<file path="src/design/ptg_cfg.svh">
// register offsets, field positions, reset values and timing counts
`ifndef PTG_CFG_SVH
`define PTG_CFG_SVH
`define PTG_REG_CTRL 8'h00
`define PTG_REG_COUNT 8'h04
`define PTG_REG_POINTS 8'h08
`define PTG_REG_INC 8'h0C
`define PTG_REG_BASE 8'h10
`define PTG_REG_AMP 8'h14
`define PTG_REG_PSEL 8'h18
`define PTG_REG_LEVEL 8'h1C
`define PTG_REG_WIDTH 8'h20
`define PTG_REG_DELAY 8'h24
`define PTG_REG_ACTW 8'h28
`define PTG_REG_ACTD 8'h2C
`define PTG_REG_STATUS 8'h30
`define PTG_REG_INDEX 8'h34
`define PTG_CTRL_RUN 0
`define PTG_CTRL_EXT 1
`define PTG_CTRL_SYS 2
`define PTG_CTRL_NEXT 3
`define PTG_CTRL_DONE 4
`define PTG_MAX_PULSES 10
`define PTG_MAX_POINTS 17'h186A0
`define PTG_RST_POINTS 17'h02710
`define PTG_RST_COUNT 4'h2
`define PTG_RST_AMP 16'h8000
`define PTG_UNITY_AMP 16'h8000
`define PTG_CLK_NS 5
`define PTG_POINT_MIN_NS 10
`define PTG_POINT_MIN_CYC ((`PTG_POINT_MIN_NS + `PTG_CLK_NS - 1) / `PTG_CLK_NS)
`endif

</file>
<file path="src/design/ptg_pkg.sv">
// types shared by the pulse-train generator files
package ptg_pkg;
    typedef struct packed
    {
        logic signed [15:0] level;
        logic [15:0] width;
        logic signed [16:0] delay;
    } ptg_pulse_t;
    typedef struct packed
    {
        logic cyc;
        logic stb;
        logic we;
        logic [7:0] adr;
        logic [3:0] sel;
        logic [31:0] dat;
    } ptg_wb_req_t;
    typedef enum logic [1:0] {BLD_IDLE, BLD_READ, BLD_CALC} ptg_bld_t;
    typedef enum logic [1:0] {CK_INT, CK_ARMED, CK_EXT} ptg_ck_t;
endpackage

</file>
<file path="src/design/ptg_pulse_mem.sv">
// per-pulse parameter store with field write enables and registered read
`timescale 1ns/1ps
module ptg_pulse_mem #(
    parameter int DEPTH = 10,
    parameter int AW = 4
) (
    input wire logic clk_sys_i,
    input wire logic we_i,
    input wire logic [2:0] field_en_i,
    input wire logic [AW-1:0] wr_addr_i,
    input wire ptg_pkg::ptg_pulse_t wr_data_i,
    input wire logic [AW-1:0] rd_addr_i,
    output ptg_pkg::ptg_pulse_t rd_data_o
);
    import ptg_pkg::*;
    ptg_pulse_t mem [DEPTH];

    // field-wise write so level, width and delay are set independently
    always_ff @(posedge clk_sys_i)
    begin
        if (we_i && field_en_i[2])
            mem[wr_addr_i].level <= wr_data_i.level;
        if (we_i && field_en_i[1])
            mem[wr_addr_i].width <= wr_data_i.width;
        if (we_i && field_en_i[0])
            mem[wr_addr_i].delay <= wr_data_i.delay;
        rd_data_o <= mem[rd_addr_i];
    end
endmodule

</file>
<file path="src/design/ptg_pulse_train.sv">
// pulse-train pattern generator: registers, pattern build and point playback
//
// Notes on behaviour
// pulse count one to ten per train
// pattern values plus per-pulse level, width, delay
// rebuild only on commit and when changed; a point-count change on a built pattern rebuilds at once without a commit
// period span ten ns to hundred s
// period equals point count times point time
// baseline level fills gaps between pulses
// each pulse has its own level
// amplitude scales pulses and baseline together
// width quantised to points, actual reported
// at most one hundred thousand points
// delay limited to period less one point
// operator keeps pulses apart and inside period
// period change rescales widths and delays proportionally
// frequency path keeps point count fixed
// setup path sets point count for period
// point clock selectable internal or external source
// switch to external at first rising edge
// external mode advances one point per edge
// point time never below ten ns
// point count and point time both adjustable
// waveform sync once per train at zero point
`timescale 1ns/1ps
`include "ptg_cfg.svh"
module ptg_pulse_train #(
    parameter int NPULSE = `PTG_MAX_PULSES,
    parameter int PW = 17
) (
    input wire logic clk_sys_i,
    input wire logic resetn_i,
    input wire ptg_pkg::ptg_wb_req_t wb_req_i,
    output logic [31:0] wb_dat_o,
    output logic wb_ack_o,
    input wire logic ext_arb_clk_i,
    input wire logic sys_ref_clk_i,
    output logic signed [15:0] level_o,
    output logic sync_o
);
    import ptg_pkg::*;
    localparam logic [32:0] INC_LIM33 = 33'h100000000 / 33'(`PTG_POINT_MIN_CYC);
    localparam logic [31:0] INC_MAX = INC_LIM33[31:0];
    localparam logic [3:0] NP4 = 4'(NPULSE);

    ////////////////////////////////////////////////////////////////////////
    // wishbone decode
    wire wb_hit = wb_req_i.cyc && wb_req_i.stb && !wb_ack_o;
    wire wr_en = wb_hit && wb_req_i.we;
    wire [7:0] adr = wb_req_i.adr;
    wire [31:0] bmask = {{8{wb_req_i.sel[3]}}, {8{wb_req_i.sel[2]}},
                         {8{wb_req_i.sel[1]}}, {8{wb_req_i.sel[0]}}};
    wire wr_ctrl = wr_en && adr == `PTG_REG_CTRL;
    wire wr_count = wr_en && adr == `PTG_REG_COUNT;
    wire wr_points = wr_en && adr == `PTG_REG_POINTS;
    wire wr_inc = wr_en && adr == `PTG_REG_INC;
    wire wr_base = wr_en && adr == `PTG_REG_BASE;
    wire wr_amp = wr_en && adr == `PTG_REG_AMP;
    wire wr_psel = wr_en && adr == `PTG_REG_PSEL;
    wire wr_lvl = wr_en && adr == `PTG_REG_LEVEL;
    wire wr_wid = wr_en && adr == `PTG_REG_WIDTH;
    wire wr_dly = wr_en && adr == `PTG_REG_DELAY;

    // byte-lane merge of a write into the current value
    function automatic logic [31:0] wmerge(input logic [31:0] old, input logic [31:0] nv,
                                           input logic [31:0] m);
        wmerge = (old & ~m) | (nv & m);
    endfunction

    ////////////////////////////////////////////////////////////////////////
    // settings registers
    logic run, ext_sel, sys_src, dirty, built;
    logic [3:0] count, psel;
    logic [PW-1:0] points;
    logic [31:0] inc;
    logic signed [15:0] baseline;
    logic [15:0] amp;
    ptg_bld_t bld;
    logic [3:0] bi;

    wire [31:0] ctrl_m = wmerge({27'h0, 2'h0, sys_src, ext_sel, run}, wb_req_i.dat, bmask);
    wire [31:0] cnt_m = wmerge({28'h0, count}, wb_req_i.dat, bmask);
    wire [31:0] pts_m = wmerge({15'h0, points}, wb_req_i.dat, bmask);
    wire [31:0] inc_m = wmerge(inc, wb_req_i.dat, bmask);
    wire [31:0] base_m = wmerge({16'h0, baseline}, wb_req_i.dat, bmask);
    wire [31:0] amp_m = wmerge({16'h0, amp}, wb_req_i.dat, bmask);
    wire [31:0] psel_m = wmerge({28'h0, psel}, wb_req_i.dat, bmask);
    // out-of-range entries are pulled into the legal span, not refused
    wire [3:0] next_count = (cnt_m[31:4] != 28'h0 || cnt_m[3:0] > NP4) ? NP4 :
                            (cnt_m[3:0] == 4'h0) ? 4'h1 : cnt_m[3:0];
    wire [PW-1:0] next_points = (pts_m[31:PW] != '0 || pts_m[PW-1:0] > `PTG_MAX_POINTS) ?
                                `PTG_MAX_POINTS :
                                (pts_m[PW-1:0] == '0) ? PW'(1) : pts_m[PW-1:0];
    wire [31:0] next_inc = (inc_m > INC_MAX) ? INC_MAX :
                           (inc_m == 32'h0) ? 32'h1 : inc_m;
    wire [3:0] next_psel = (psel_m[3:0] >= NP4) ? NP4 - 4'h1 : psel_m[3:0];
    wire commit = wr_ctrl && (wb_req_i.dat[`PTG_CTRL_NEXT] || wb_req_i.dat[`PTG_CTRL_DONE]);
    wire pts_chg = wr_points && next_points != points;
    // a period change after definition rebuilds at once from stored fractions
    wire start_build = (commit && dirty) || (pts_chg && built);
    // a period change on a built pattern starts its own rebuild, so it clears dirty instead of setting it
    wire par_wr = wr_count || wr_lvl || wr_wid || wr_dly || (pts_chg && !built);

    // settings: point count only via its own register, rate also via inc
    always_ff @(posedge clk_sys_i)
    begin
        if (!resetn_i)
        begin
            run <= 1'b0;
            ext_sel <= 1'b0;
            sys_src <= 1'b0;
            count <= `PTG_RST_COUNT;
            points <= `PTG_RST_POINTS;
            inc <= INC_MAX;
            baseline <= 16'h0000;
            amp <= `PTG_RST_AMP;
            psel <= 4'h0;
        end
        else
        begin
            if (wr_ctrl)
            begin
                run <= ctrl_m[`PTG_CTRL_RUN];
                ext_sel <= ctrl_m[`PTG_CTRL_EXT];
                sys_src <= ctrl_m[`PTG_CTRL_SYS];
            end
            if (wr_count)
                count <= next_count;
            if (wr_points)
                points <= next_points;
            if (wr_inc)
                inc <= next_inc;
            if (wr_base)
                baseline <= base_m[15:0];
            if (wr_amp)
                amp <= amp_m[15:0];
            if (wr_psel)
                psel <= next_psel;
        end
    end

    // change tracking: a change during a build wins over the build's clear
    always_ff @(posedge clk_sys_i)
    begin
        if (!resetn_i)
        begin
            dirty <= 1'b0;
            built <= 1'b0;
        end
        else
        begin
            if (par_wr)
                dirty <= 1'b1;
            else if (bld == BLD_IDLE && start_build)
                dirty <= 1'b0;
            if (bld == BLD_CALC && bi == NP4 - 4'h1)
                built <= 1'b1;
        end
    end

    ////////////////////////////////////////////////////////////////////////
    // parameter store
    ptg_pulse_t mem_wr, mem_rd;
    assign mem_wr = '{level: wb_req_i.dat[15:0], width: wb_req_i.dat[15:0],
                      delay: wb_req_i.dat[16:0]};

    ptg_pulse_mem #(.DEPTH(NPULSE), .AW(4)) u_mem (
        .clk_sys_i(clk_sys_i),
        .we_i(wr_lvl || wr_wid || wr_dly),
        .field_en_i({wr_lvl, wr_wid, wr_dly}),
        .wr_addr_i(psel),
        .wr_data_i(mem_wr),
        .rd_addr_i(bi),
        .rd_data_o(mem_rd)
    );

    ////////////////////////////////////////////////////////////////////////
    // build: fractions of the period become whole points
    wire [32:0] wprod = {17'h0, mem_rd.width} * {16'h0, points};
    wire [PW-1:0] wq = wprod[32:16];
    wire [PW-1:0] wid_p = (wq == '0) ? PW'(1) : wq;
    wire dneg = mem_rd.delay[16];
    wire [16:0] dmag = dneg ? 17'(-mem_rd.delay) : mem_rd.delay;
    wire [33:0] dprod = {17'h0, dmag} * {17'h0, points};
    wire [17:0] dq = dprod[33:16];
    wire [PW-1:0] dlim = (dq >= {1'b0, points}) ? points - PW'(1) : dq[PW-1:0];
    // a negative delay lands before the sync, i.e. late in the previous train
    wire [PW-1:0] start_p = (dneg && dlim != '0) ? points - dlim : dlim;

    logic [PW-1:0] st_pts [NPULSE];
    logic [PW-1:0] wd_pts [NPULSE];
    logic signed [15:0] lv [NPULSE];
    logic [NPULSE-1:0] pen;

    // one pulse per two cycles keeps a single multiplier pair
    always_ff @(posedge clk_sys_i)
    begin
        if (!resetn_i)
        begin
            bld <= BLD_IDLE;
            bi <= 4'h0;
            pen <= '0;
        end
        else
        begin
            case (bld)
                BLD_IDLE:
                begin
                    bi <= 4'h0;
                    if (start_build)
                        bld <= BLD_READ;
                end
                BLD_READ:
                    bld <= BLD_CALC;
                BLD_CALC:
                begin
                    st_pts[bi] <= start_p;
                    wd_pts[bi] <= wid_p;
                    lv[bi] <= mem_rd.level;
                    pen[bi] <= bi < count;
                    if (bi == NP4 - 4'h1)
                        bld <= BLD_IDLE;
                    else
                    begin
                        bi <= bi + 4'h1;
                        bld <= BLD_READ;
                    end
                end
                default:
                    bld <= BLD_IDLE;
            endcase
        end
    end

    ////////////////////////////////////////////////////////////////////////
    // point clock: fractional synthesis or external edges
    logic arb_s1, arb_s2, arb_s3, ref_s1, ref_s2, ref_s3;
    always_ff @(posedge clk_sys_i)
    begin
        if (!resetn_i)
        begin
            {arb_s1, arb_s2, arb_s3} <= 3'h0;
            {ref_s1, ref_s2, ref_s3} <= 3'h0;
        end
        else
        begin
            {arb_s1, arb_s2, arb_s3} <= {ext_arb_clk_i, arb_s1, arb_s2};
            {ref_s1, ref_s2, ref_s3} <= {sys_ref_clk_i, ref_s1, ref_s2};
        end
    end
    wire arb_edge = arb_s2 && !arb_s3;
    wire ref_edge = ref_s2 && !ref_s3;
    wire src_edge = sys_src ? ref_edge : arb_edge;

    ptg_ck_t ck;
    logic [31:0] acc;
    logic [PW-1:0] idx;
    wire [32:0] acc_sum = {1'b0, acc} + {1'b0, inc};
    // inc capped at half scale: a point never shorter than the minimum
    wire int_tick = acc_sum[32];
    wire tick = (ck == CK_EXT) ? src_edge : int_tick;
    wire wrap = idx >= points - PW'(1);
    wire [PW-1:0] next_idx = wrap ? '0 : idx + PW'(1);

    // internal clock keeps playing until the chosen source shows an edge
    always_ff @(posedge clk_sys_i)
    begin
        if (!resetn_i)
            ck <= CK_INT;
        else
        begin
            case (ck)
                CK_INT:
                    if (ext_sel)
                        ck <= CK_ARMED;
                CK_ARMED:
                    if (!ext_sel)
                        ck <= CK_INT;
                    else if (src_edge)
                        ck <= CK_EXT;
                CK_EXT:
                    if (!ext_sel)
                        ck <= CK_INT;
                default:
                    ck <= CK_INT;
            endcase
        end
    end

    // point index and waveform sync
    always_ff @(posedge clk_sys_i)
    begin
        if (!resetn_i)
        begin
            acc <= 32'h0;
            idx <= '0;
            sync_o <= 1'b0;
        end
        else
        begin
            acc <= acc_sum[31:0];
            sync_o <= run && tick && wrap;
            if (run && tick)
                idx <= next_idx;
        end
    end

    ////////////////////////////////////////////////////////////////////////
    // pulse hit per entry, lowest index wins on overlap
    logic [NPULSE-1:0] hit;
    logic signed [15:0] pick [NPULSE+1];
    assign pick[NPULSE] = baseline;
    genvar gp;
    generate
        for (gp = 0; gp < NPULSE; gp++)
        begin : g_hit
            wire [PW-1:0] rel = (idx >= st_pts[gp]) ? idx - st_pts[gp]
                                                    : idx + points - st_pts[gp];
            assign hit[gp] = built && pen[gp] && rel < wd_pts[gp];
            assign pick[gp] = hit[gp] ? lv[gp] : pick[gp+1];
        end
    endgenerate

    // one factor for pulses and baseline, unity at half scale
    wire signed [32:0] scaled = pick[0] * $signed({1'b0, amp});
    always_ff @(posedge clk_sys_i)
    begin
        if (!resetn_i)
            level_o <= 16'h0000;
        else
            level_o <= scaled[30:15];
    end

    ////////////////////////////////////////////////////////////////////////
    // read mux and ack: one wait-free cycle, unmapped reads return zero
    logic [31:0] rd_mux;
    always_comb
    begin
        case (adr)
            `PTG_REG_CTRL: rd_mux = {29'h0, sys_src, ext_sel, run};
            `PTG_REG_COUNT: rd_mux = {28'h0, count};
            `PTG_REG_POINTS: rd_mux = {15'h0, points};
            `PTG_REG_INC: rd_mux = inc;
            `PTG_REG_BASE: rd_mux = {16'h0, baseline};
            `PTG_REG_AMP: rd_mux = {16'h0, amp};
            `PTG_REG_PSEL: rd_mux = {28'h0, psel};
            `PTG_REG_ACTW: rd_mux = {15'h0, wd_pts[psel]};
            `PTG_REG_ACTD: rd_mux = {15'h0, st_pts[psel]};
            `PTG_REG_STATUS: rd_mux = {27'h0, ck == CK_EXT, ck == CK_ARMED, built, dirty,
                                       bld != BLD_IDLE};
            `PTG_REG_INDEX: rd_mux = {15'h0, idx};
            default: rd_mux = 32'h0;
        endcase
    end

    always_ff @(posedge clk_sys_i)
    begin
        if (!resetn_i)
        begin
            wb_ack_o <= 1'b0;
            wb_dat_o <= 32'h0;
        end
        else
        begin
            wb_ack_o <= wb_hit;
            wb_dat_o <= wb_hit ? rd_mux : 32'h0;
        end
    end
endmodule

</file>
<file path="config.mk">
export PLATFORM = sky130hd
export DESIGN_NAME = ptg_pulse_train
export DESIGN_NICKNAME = d
export VERILOG_FILES = /design/src/design/ptg_pkg.sv /design/src/design/ptg_pulse_mem.sv /design/src/design/ptg_pulse_train.sv
export VERILOG_INCLUDE_DIRS = /design/src /design/src/design
export SDC_FILE = /design/constraint.sdc
export NUM_CORES = 2
export LEC_CHECK = 0
export ABC_AREA = 1
export BUFFER_PORTS_ARGS = -buffer_cell sky130_fd_sc_hd__buf_2
export CAP_MARGIN = 40
export CORE_MARGIN = 5
export CORE_UTILIZATION = 44
export DETAILED_ROUTE_END_ITERATION = 8
export PLACE_DENSITY = 0.69
export SETUP_SLACK_MARGIN = 0.02
export SLEW_MARGIN = 10
export SYNTH_ARGS = -nofsm -noshare
export SYNTH_HDL_FRONTEND = slang
export SYNTH_SLANG_ARGS = --single-unit
</file>
<file path="constraint.sdc">
create_clock -name clk_sys_i -period 11.8 [get_ports clk_sys_i]
set_input_delay 0 -clock clk_sys_i [delete_from_list [all_inputs] [get_ports clk_sys_i]]
set_output_delay 0 -clock clk_sys_i [all_outputs]
set_load 0.02 [all_outputs]
</file>
==> Yosys cells after proc, flatten, opt, wreduce, memory -nomap -nowiden <==
Memory sizes are Yosys's and may differ from the RTL's. A register that Yosys moved wholly into a read port is not among the register bits.
Index checks and enable logic that the tools add are counted.
{ "word_totals": {"wordCells": 272, "reg_bits": 217, "inputBits": 51, "mem_count": 4, "mem_bits_rw": 990, "output_inout_bits": 50} }
{ "classes": {"n_mux": 63, "multipliers": 3, "n_bitwise": 16, "n_addsub": 27, "magnitude_cmp": 29, "eq_ne": 24, "reduce_logical": 79} }
{ "memory_table": {"columns": ["name", "words", "width", "rd", "rd_ports_with_merged_regs", "wr", "line_no", "source"], "rows": [
  ["u_mem.mem", 10, 49, 1, 1, 1, "ptg_pulse_mem.sv:16", "ptg_pulse_t mem [DEPTH];"],
  ["st_pts", 10, 17, 11, 1, 1, "ptg_pulse_train.sv:190", "logic [PW-1:0] st_pts [NPULSE];"],
  ["wd_pts", 10, 17, 11, 1, 1, "ptg_pulse_train.sv:191", "logic [PW-1:0] wd_pts [NPULSE];"],
  ["lv", 10, 16, 10, 0, 1, "ptg_pulse_train.sv:192", "logic signed [15:0] lv [NPULSE];"]
]} }
{ "ops": {"columns": ["operator", "count"], "rows": [
  ["$sub 17x17->17", 21],
  ["$pmux 32 s11", 1],
  ["$mux 17", 17],
  ["$ge 17x17->1", 11],
  ["$lt 17x17->1", 10],
  ["$mux 16", 10],
  ["$or 32x32->32", 3],
  ["$and 32x32->32", 2],
  ["$mux 32", 2],
  ["$logic_and 1x1->1", 49],
  ["$eq 8x6->1 const B", 6],
  ["$logic_not 17->1", 2],
  ["$mul 17x17->34", 1],
  ["$add 32x32->33", 1],
  ["$mul 16x17->33", 1],
  ["$and 16x16->16", 2],
  ["$and 17x32->32", 1],
  ["$and 4x32->32", 1],
  ["$eq 8x5->1 const B", 4],
  ["$gt 32x32->1 const B", 1],
  ["$logic_not 32->1", 1],
  ["$mux 4", 8],
  ["$not 32->32", 1],
  ["$or 16x16->16", 2],
  ["other kinds (42)", 83]
]} }

==> Longest topological paths before layout <==
{ "depth": {"word_depth": 16, "depth_mapped": 79, "mapped_depth_nobuf": 76} }

==> By module <==
A second synthesis with hierarchy kept.
{ "unflattened": {"hier_cells": 12326, "area_unflattened_um2": 109232.3} }
{ "by_module_without_submodules": {"columns": ["module", "cells_each", "seq_area_each_um2", "n_inst", "area_per_inst_um2"], "rows": [
  ["ptg_pulse_train", 10364, 25564.5, 1, 87592.8],
  ["ptg_pulse_mem", 1962, 15695.1, 1, 21639.5]
]} }

==> Worst setup path before layout <==
No wires, ideal clock.
{ "synth_timing": {"kind": "reg2reg", "startpoint": "reg idx[1]", "endpoint": "reg level_o[9]", "arrival_time_ns": 11.448, "slack_ns": 0.237, "path_buffers": 3, "setup_time_ns": 0.115, "required_ns": 11.685, "stages_incl_launch_ff": 67, "synth_period_minus_slack_ns": 11.563, "cell_sequence": "dfxtp_1 -> inv_1 -> fa_1 -> xnor2_1 -> ha_1 -> nand3_1 -> and2_1 -> inv_1 -> a21oi_1 -> o21ai_0 -> a21oi_1 -> o21bai_1 -> a21oi_1 -> o21bai_1 -> a21oi_1 -> o21bai_1 -> nand2_1 -> nand2_1 -> [31 not listed] -> fa_1 -> inv_1 -> fa_1 -> fa_1 -> fa_1 -> inv_1 -> fa_1 -> fa_1 -> ha_1 -> nand2_1 -> nor2_1 -> nand4_1 -> o31ai_2 -> nand2_1 -> nand2_1 -> nand2_1 -> a21oi_1 -> nor2_1"} }
{ "synth_between": {"elab_chain_len": 16, "word_cells_on_any_way": 72, "cone_classes": "21 x add/sub; 1 x mul; 20 x order compare; 20 x mux; 10 x reduce/logical"} }
{ "synth_lines": {"columns": ["item", "line_no", "source"], "rows": [
  ["start, declared", "ptg_pulse_train.sv:257", "logic [PW-1:0] idx;"],
  ["start signal, assigned", "ptg_pulse_train.sv:304", "idx <= next_idx;"],
  ["$add 17x17->17", "ptg_pulse_train.sv:318", ": idx + points - st_pts[gp];"],
  ["$sub 17x17->17", "ptg_pulse_train.sv:318", null],
  ["$mux 17", "ptg_pulse_train.sv:317", "wire [PW-1:0] rel = (idx >= st_pts[gp]) ? idx - st_pts[gp]"],
  ["$lt 17x17->1", "ptg_pulse_train.sv:319", "assign hit[gp] = built && pen[gp] && rel < wd_pts[gp];"],
  ["$logic_and 1x1->1", "ptg_pulse_train.sv:319", null],
  ["$mux 16 (9 in series)", "ptg_pulse_train.sv:320", "assign pick[gp] = hit[gp] ? lv[gp] : pick[gp+1];"],
  ["$mux 16 *", "ptg_pulse_train.sv:320", null],
  ["$mul 16x17->31 *", "ptg_pulse_train.sv:325", "wire signed [32:0] scaled = pick[0] * $signed({1'b0, amp});"],
  ["end signal, assigned", "ptg_pulse_train.sv:331", "level_o <= scaled[30:15];"],
  ["end, declared", "ptg_pulse_train.sv:38", "output logic signed [15:0] level_o,"]
]} }
Mark *: on every way between the ends. The rest lies on a longest branch, timed or not.
A chain may end at the register's enable or synchronous reset.

==> Final worst setup path <==
{ "layout_timing": {"startpoint": "reg points[1]", "endpoint": "reg level_o[14]"} }
{ "layout_between": {"elab_chain_len": 16, "word_cells_on_any_way": 52, "cone_classes": "11 x add/sub; 1 x mul; 10 x order compare; 20 x mux; 10 x reduce/logical"} }
{ "layout_lines": {"columns": ["item", "line_no", "source"], "rows": [
  ["start, declared", "ptg_pulse_train.sv:74", "logic [PW-1:0] points;"],
  ["start signal, assigned", "ptg_pulse_train.sv:113", "points <= `PTG_RST_POINTS;"],
  ["start signal, assigned", "ptg_pulse_train.sv:130", "points <= next_points;"],
  ["$add 17x17->17 *", "ptg_pulse_train.sv:318", null],
  ["$sub 17x17->17", "ptg_pulse_train.sv:318", null],
  ["$mux 17", "ptg_pulse_train.sv:317", null],
  ["$lt 17x17->1", "ptg_pulse_train.sv:319", null],
  ["$logic_and 1x1->1", "ptg_pulse_train.sv:319", null],
  ["$mux 16 (9 in series)", "ptg_pulse_train.sv:320", null],
  ["$mux 16 *", "ptg_pulse_train.sv:320", null],
  ["$mul 16x17->31 *", "ptg_pulse_train.sv:325", null]
]} }
Marks and branches as above.

==> flow_metrics.py <==
metrics = {
    "outcome": {
        "status": "complete, but fails checks",
        "violations": "setup timing",
    },
    "logic_synthesis": {
        "yosys_warnings": 0,
        "synth.area.top_cells": "edfxtp_1 (33%), fa_1 (12%), ha_1 (11%)",
        "ys_seq_area_frac": 0.383,
        "ys_ff_latch": 1464,
        "syn_area_um2": 108000,
        "synth_cell_types": 85,
        "synth.avg_cell_area_um2": 9.15,
        "yosys_most_used_dff": "edfxtp_1",
        "syn-instance-count": 11765,
        "synth_edf_count": 1194,
        "yosys.area.top_type": "edfxtp_1",
        "yosysTopAreaCellShare": 0.333,
        "synth_nets": 13375,
        "async_reset_ff_frac": 0,
    },
    "sta": {
        "fin_skew_ns": 0.0814,
        "holdWs_ns": 0.0703,
        "hold_viol_final": 0,
        "rsz0062_at_grt": "yes",
        "max_freq_mhz": 82.9,
        "setup_viol": 15,
        "fin_crit_ns": 12.06,
        "finalCritPeriodShare": 1.02,
        "drv_slew": 0,
        "max-slew-margin-rel": 0.316,
        "worst_slew_pin_slew_ns": 1.02,
        "final.setup.worst_slack_ns": -0.263,
    },
    "die": {
        "start_util": 0.442,
        "fp.dieH_um": 505,
        "core_area_um2": 243000,
        "die-width_um": 505,
        "fp-row-count": 181,
        "pin_count": 101,
        "die_area_um2": 255000,
    },
    "global_route": {
        "grt_pass1_wl_um": 527000,
        "overflow": 0,
        "first_global_vias": 84689,
        "grt_usage": 0.270,
        "antenna_found_initial": 15,
        "grt_max_degree": 182,
    },
    "clock_tree": {
        "clock_path_buffers": 3,
        "clock-root-buffer": "clkbuf_16",
        "cts-htree-levels": 4,
        "cts.clk_slew.worst_paths_ns": 0.06,
        "cts_tree": "built",
        "clock-sinks": 1464,
        "cts_made_buffers": 161,
        "clk-insertion-delay-late_ns": 0.86,
    },
    "worst_setup_path": {
        "arrival_ns": 12.79,
        "critPathRequiredTime_ns": 12.53,
        "startpoint_type": "flop",
        "cp-end-kind": "flop",
        "path_common_cell": "nand2_1",
        "crit_path_top_delay_cell": "fa_1",
        "crit_fanout": 11,
        "slowest_delay_ns": 0.56,
        "worstSetupPathType": "reg -> reg",
    },
    "cells_and_area": {
        "layoutNonFillerInstCount": 15740,
        "drive_gt1_frac": 0.136,
        "fin_nets": 14006,
        "area_growth_pct": 16.3,
        "final_common_cell": "nand2_1",
        "utilization": 0.514,
        "final_cell_mix": "nand2_1 (1838), inv_1 (1833), edfxtp_1 (1194)",
        "fillers": 21898,
    },
    "placed_design": {
        "dp_hpwl_um": 258000,
        "dp_cells": 15229,
        "place.port_buffers": 100,
        "routabilityCongestion": 1.00,
    },
    "detailed_routing": {
        "wl_per_cell_um": 22.6,
        "ant_nets": 0,
        "post-route-drc-count": 0,
        "wl_um": 356000,
        "drtIter0Drc": 9607,
        "viasPerCell": 5.59,
        "vias": 87936,
        "firstDrtPassIters": 6,
    },
    "power_and_ir_drop": {
        "p_leak_nw": 54.6,
        "p_per_area_nw_per_um2": 88.0,
        "vdd_drop_max_mv": 0.152,
    },
    "job": {
        "cap_violations": 0,
    },
    "min_path": {
        "hold_path.class": "in -> reg",
    },
}
where the power goes:
| part | switching [mW] | leakage [nW] | total, mW | internal (mW) |
|---|---|---|---|---|
| combinational | 0.187 | 39.0 | 0.266 | 0.0788 |
| sequential | 0.000994 | 13.0 | 5.56 | 5.56 |
| clock | 2.25 | 2.62 | 5.18 | 2.93 |
sequential cells by signal, indices dropped and copies added (netlist names), 32 cells and up, named ones only:
signal and flops:
u_mem.mem 490, st_pts 272, wd_pts 272, lv 160, u_mem.rd_data_o 49, acc 32
inc 32, wb_dat_o 32
cells in the mapped netlist, drive strengths merged, types with 43 or more instances:
cell and n:
xor2 247, or2 43, o22ai 136, dfxtp 270, nor4 43, a21oi 887
nand4 82, edfxtp 1194, clkbuf 366, o21bai 79, o21ai 899, nor3 98
a211oi 54, nand2 1943, inv 1900, fa 645, ha 914, nor2 879
buf 91, xnor2 112, o211ai 194, nand3 278, mux2i 133
worst paths after layout:
check                                    end  slack, ns              startpoint  cells after the start
setup reg to reg      level_o[14]$_SDFF_PN0_      -0.26  points[1]$_SDFFE_PN0P_                     73
hold / removal    u_mem.mem[2][16]$_DFFE_PP_       0.07            wb_req_i[16]                      2
hold reg to reg            arb_s2$_SDFF_PN0_       0.43       arb_s1$_SDFF_PN0_                      2
setup / recovery      level_o[14]$_SDFF_PN0_      -0.26  points[1]$_SDFFE_PN0P_                     73
layer usage:
layer	vias to the layer above	GRT usage	routed length [µm]
li1	40584	-	-
met1	42237	0.365	145000
met2	4307	0.418	157000
met3	804	0.0563	35700
met4	4	0.125	19100
met5	-	0	122
stage by stage:
stage          cell area (µm²)  setup TNS, ns  power, mW  setup WS, ns
6_report                125000          -2.09       11.0        -0.263
5_1_grt                 125000         -11.69       11.3        -0.761
4_1_cts                 123000         -0.131       11.0       -0.0538
3_5_place_dp            116000         -10.59       5.90        -0.734
3_3_place_gp            115000          -9.65       5.89        -0.743
2_1_floorplan           108000              0       5.77         0.237
layout make-up:
class	count	area, µm²	area share
inverters	1916	7250	0.0579
repair inverters	1	3.75	0.0000300
well taps	3202	4010	0.0320
diodes	4	10.0	0.0000800
repair buffers	924	7750	0.0620
clock buffers	214	4440	0.0355
multi-input cells	7928	59400	0.474
clock inverters	87	995	0.00795
flip-flops and latches	1464	41300	0.330
worst max-delay path: cells and delay by family, from the launching register on:
family | cells | cell delay (ns)
DFF | 1 | 0.33
adders and majority gates | 10 | 4.18
and+or+nand+nor | 26 | 3.04
AOI/OAI and AO/OA | 16 | 1.92
buffers and inverters | 19 | 2.13
xor gates and xnor gates | 2 | 0.33
logic make-up after synthesis:
family / synth area share
simple gates: 0.131
compound gates: 0.132
buf+inv: 0.0848
fa+ha+maj: 0.226
flops: 0.383
xor+xnor: 0.0295
mux: 0.0138
repair_timing:
| item | 4_1_cts | 5_1_grt |
|---|---|---|
| cloned | 3 | 4 |
| buffers inserted | 51 | 57 |
| hold buffers | 87 | 0 |
| hold endpoints to repair | 641 | 0 |
| setup endpoints to repair | 16 | 160 |
| resized for setup | 206 | 371 |
| pin swaps | 128 | 240 |
Note: power is estimated with default switching activity, not from simulation.
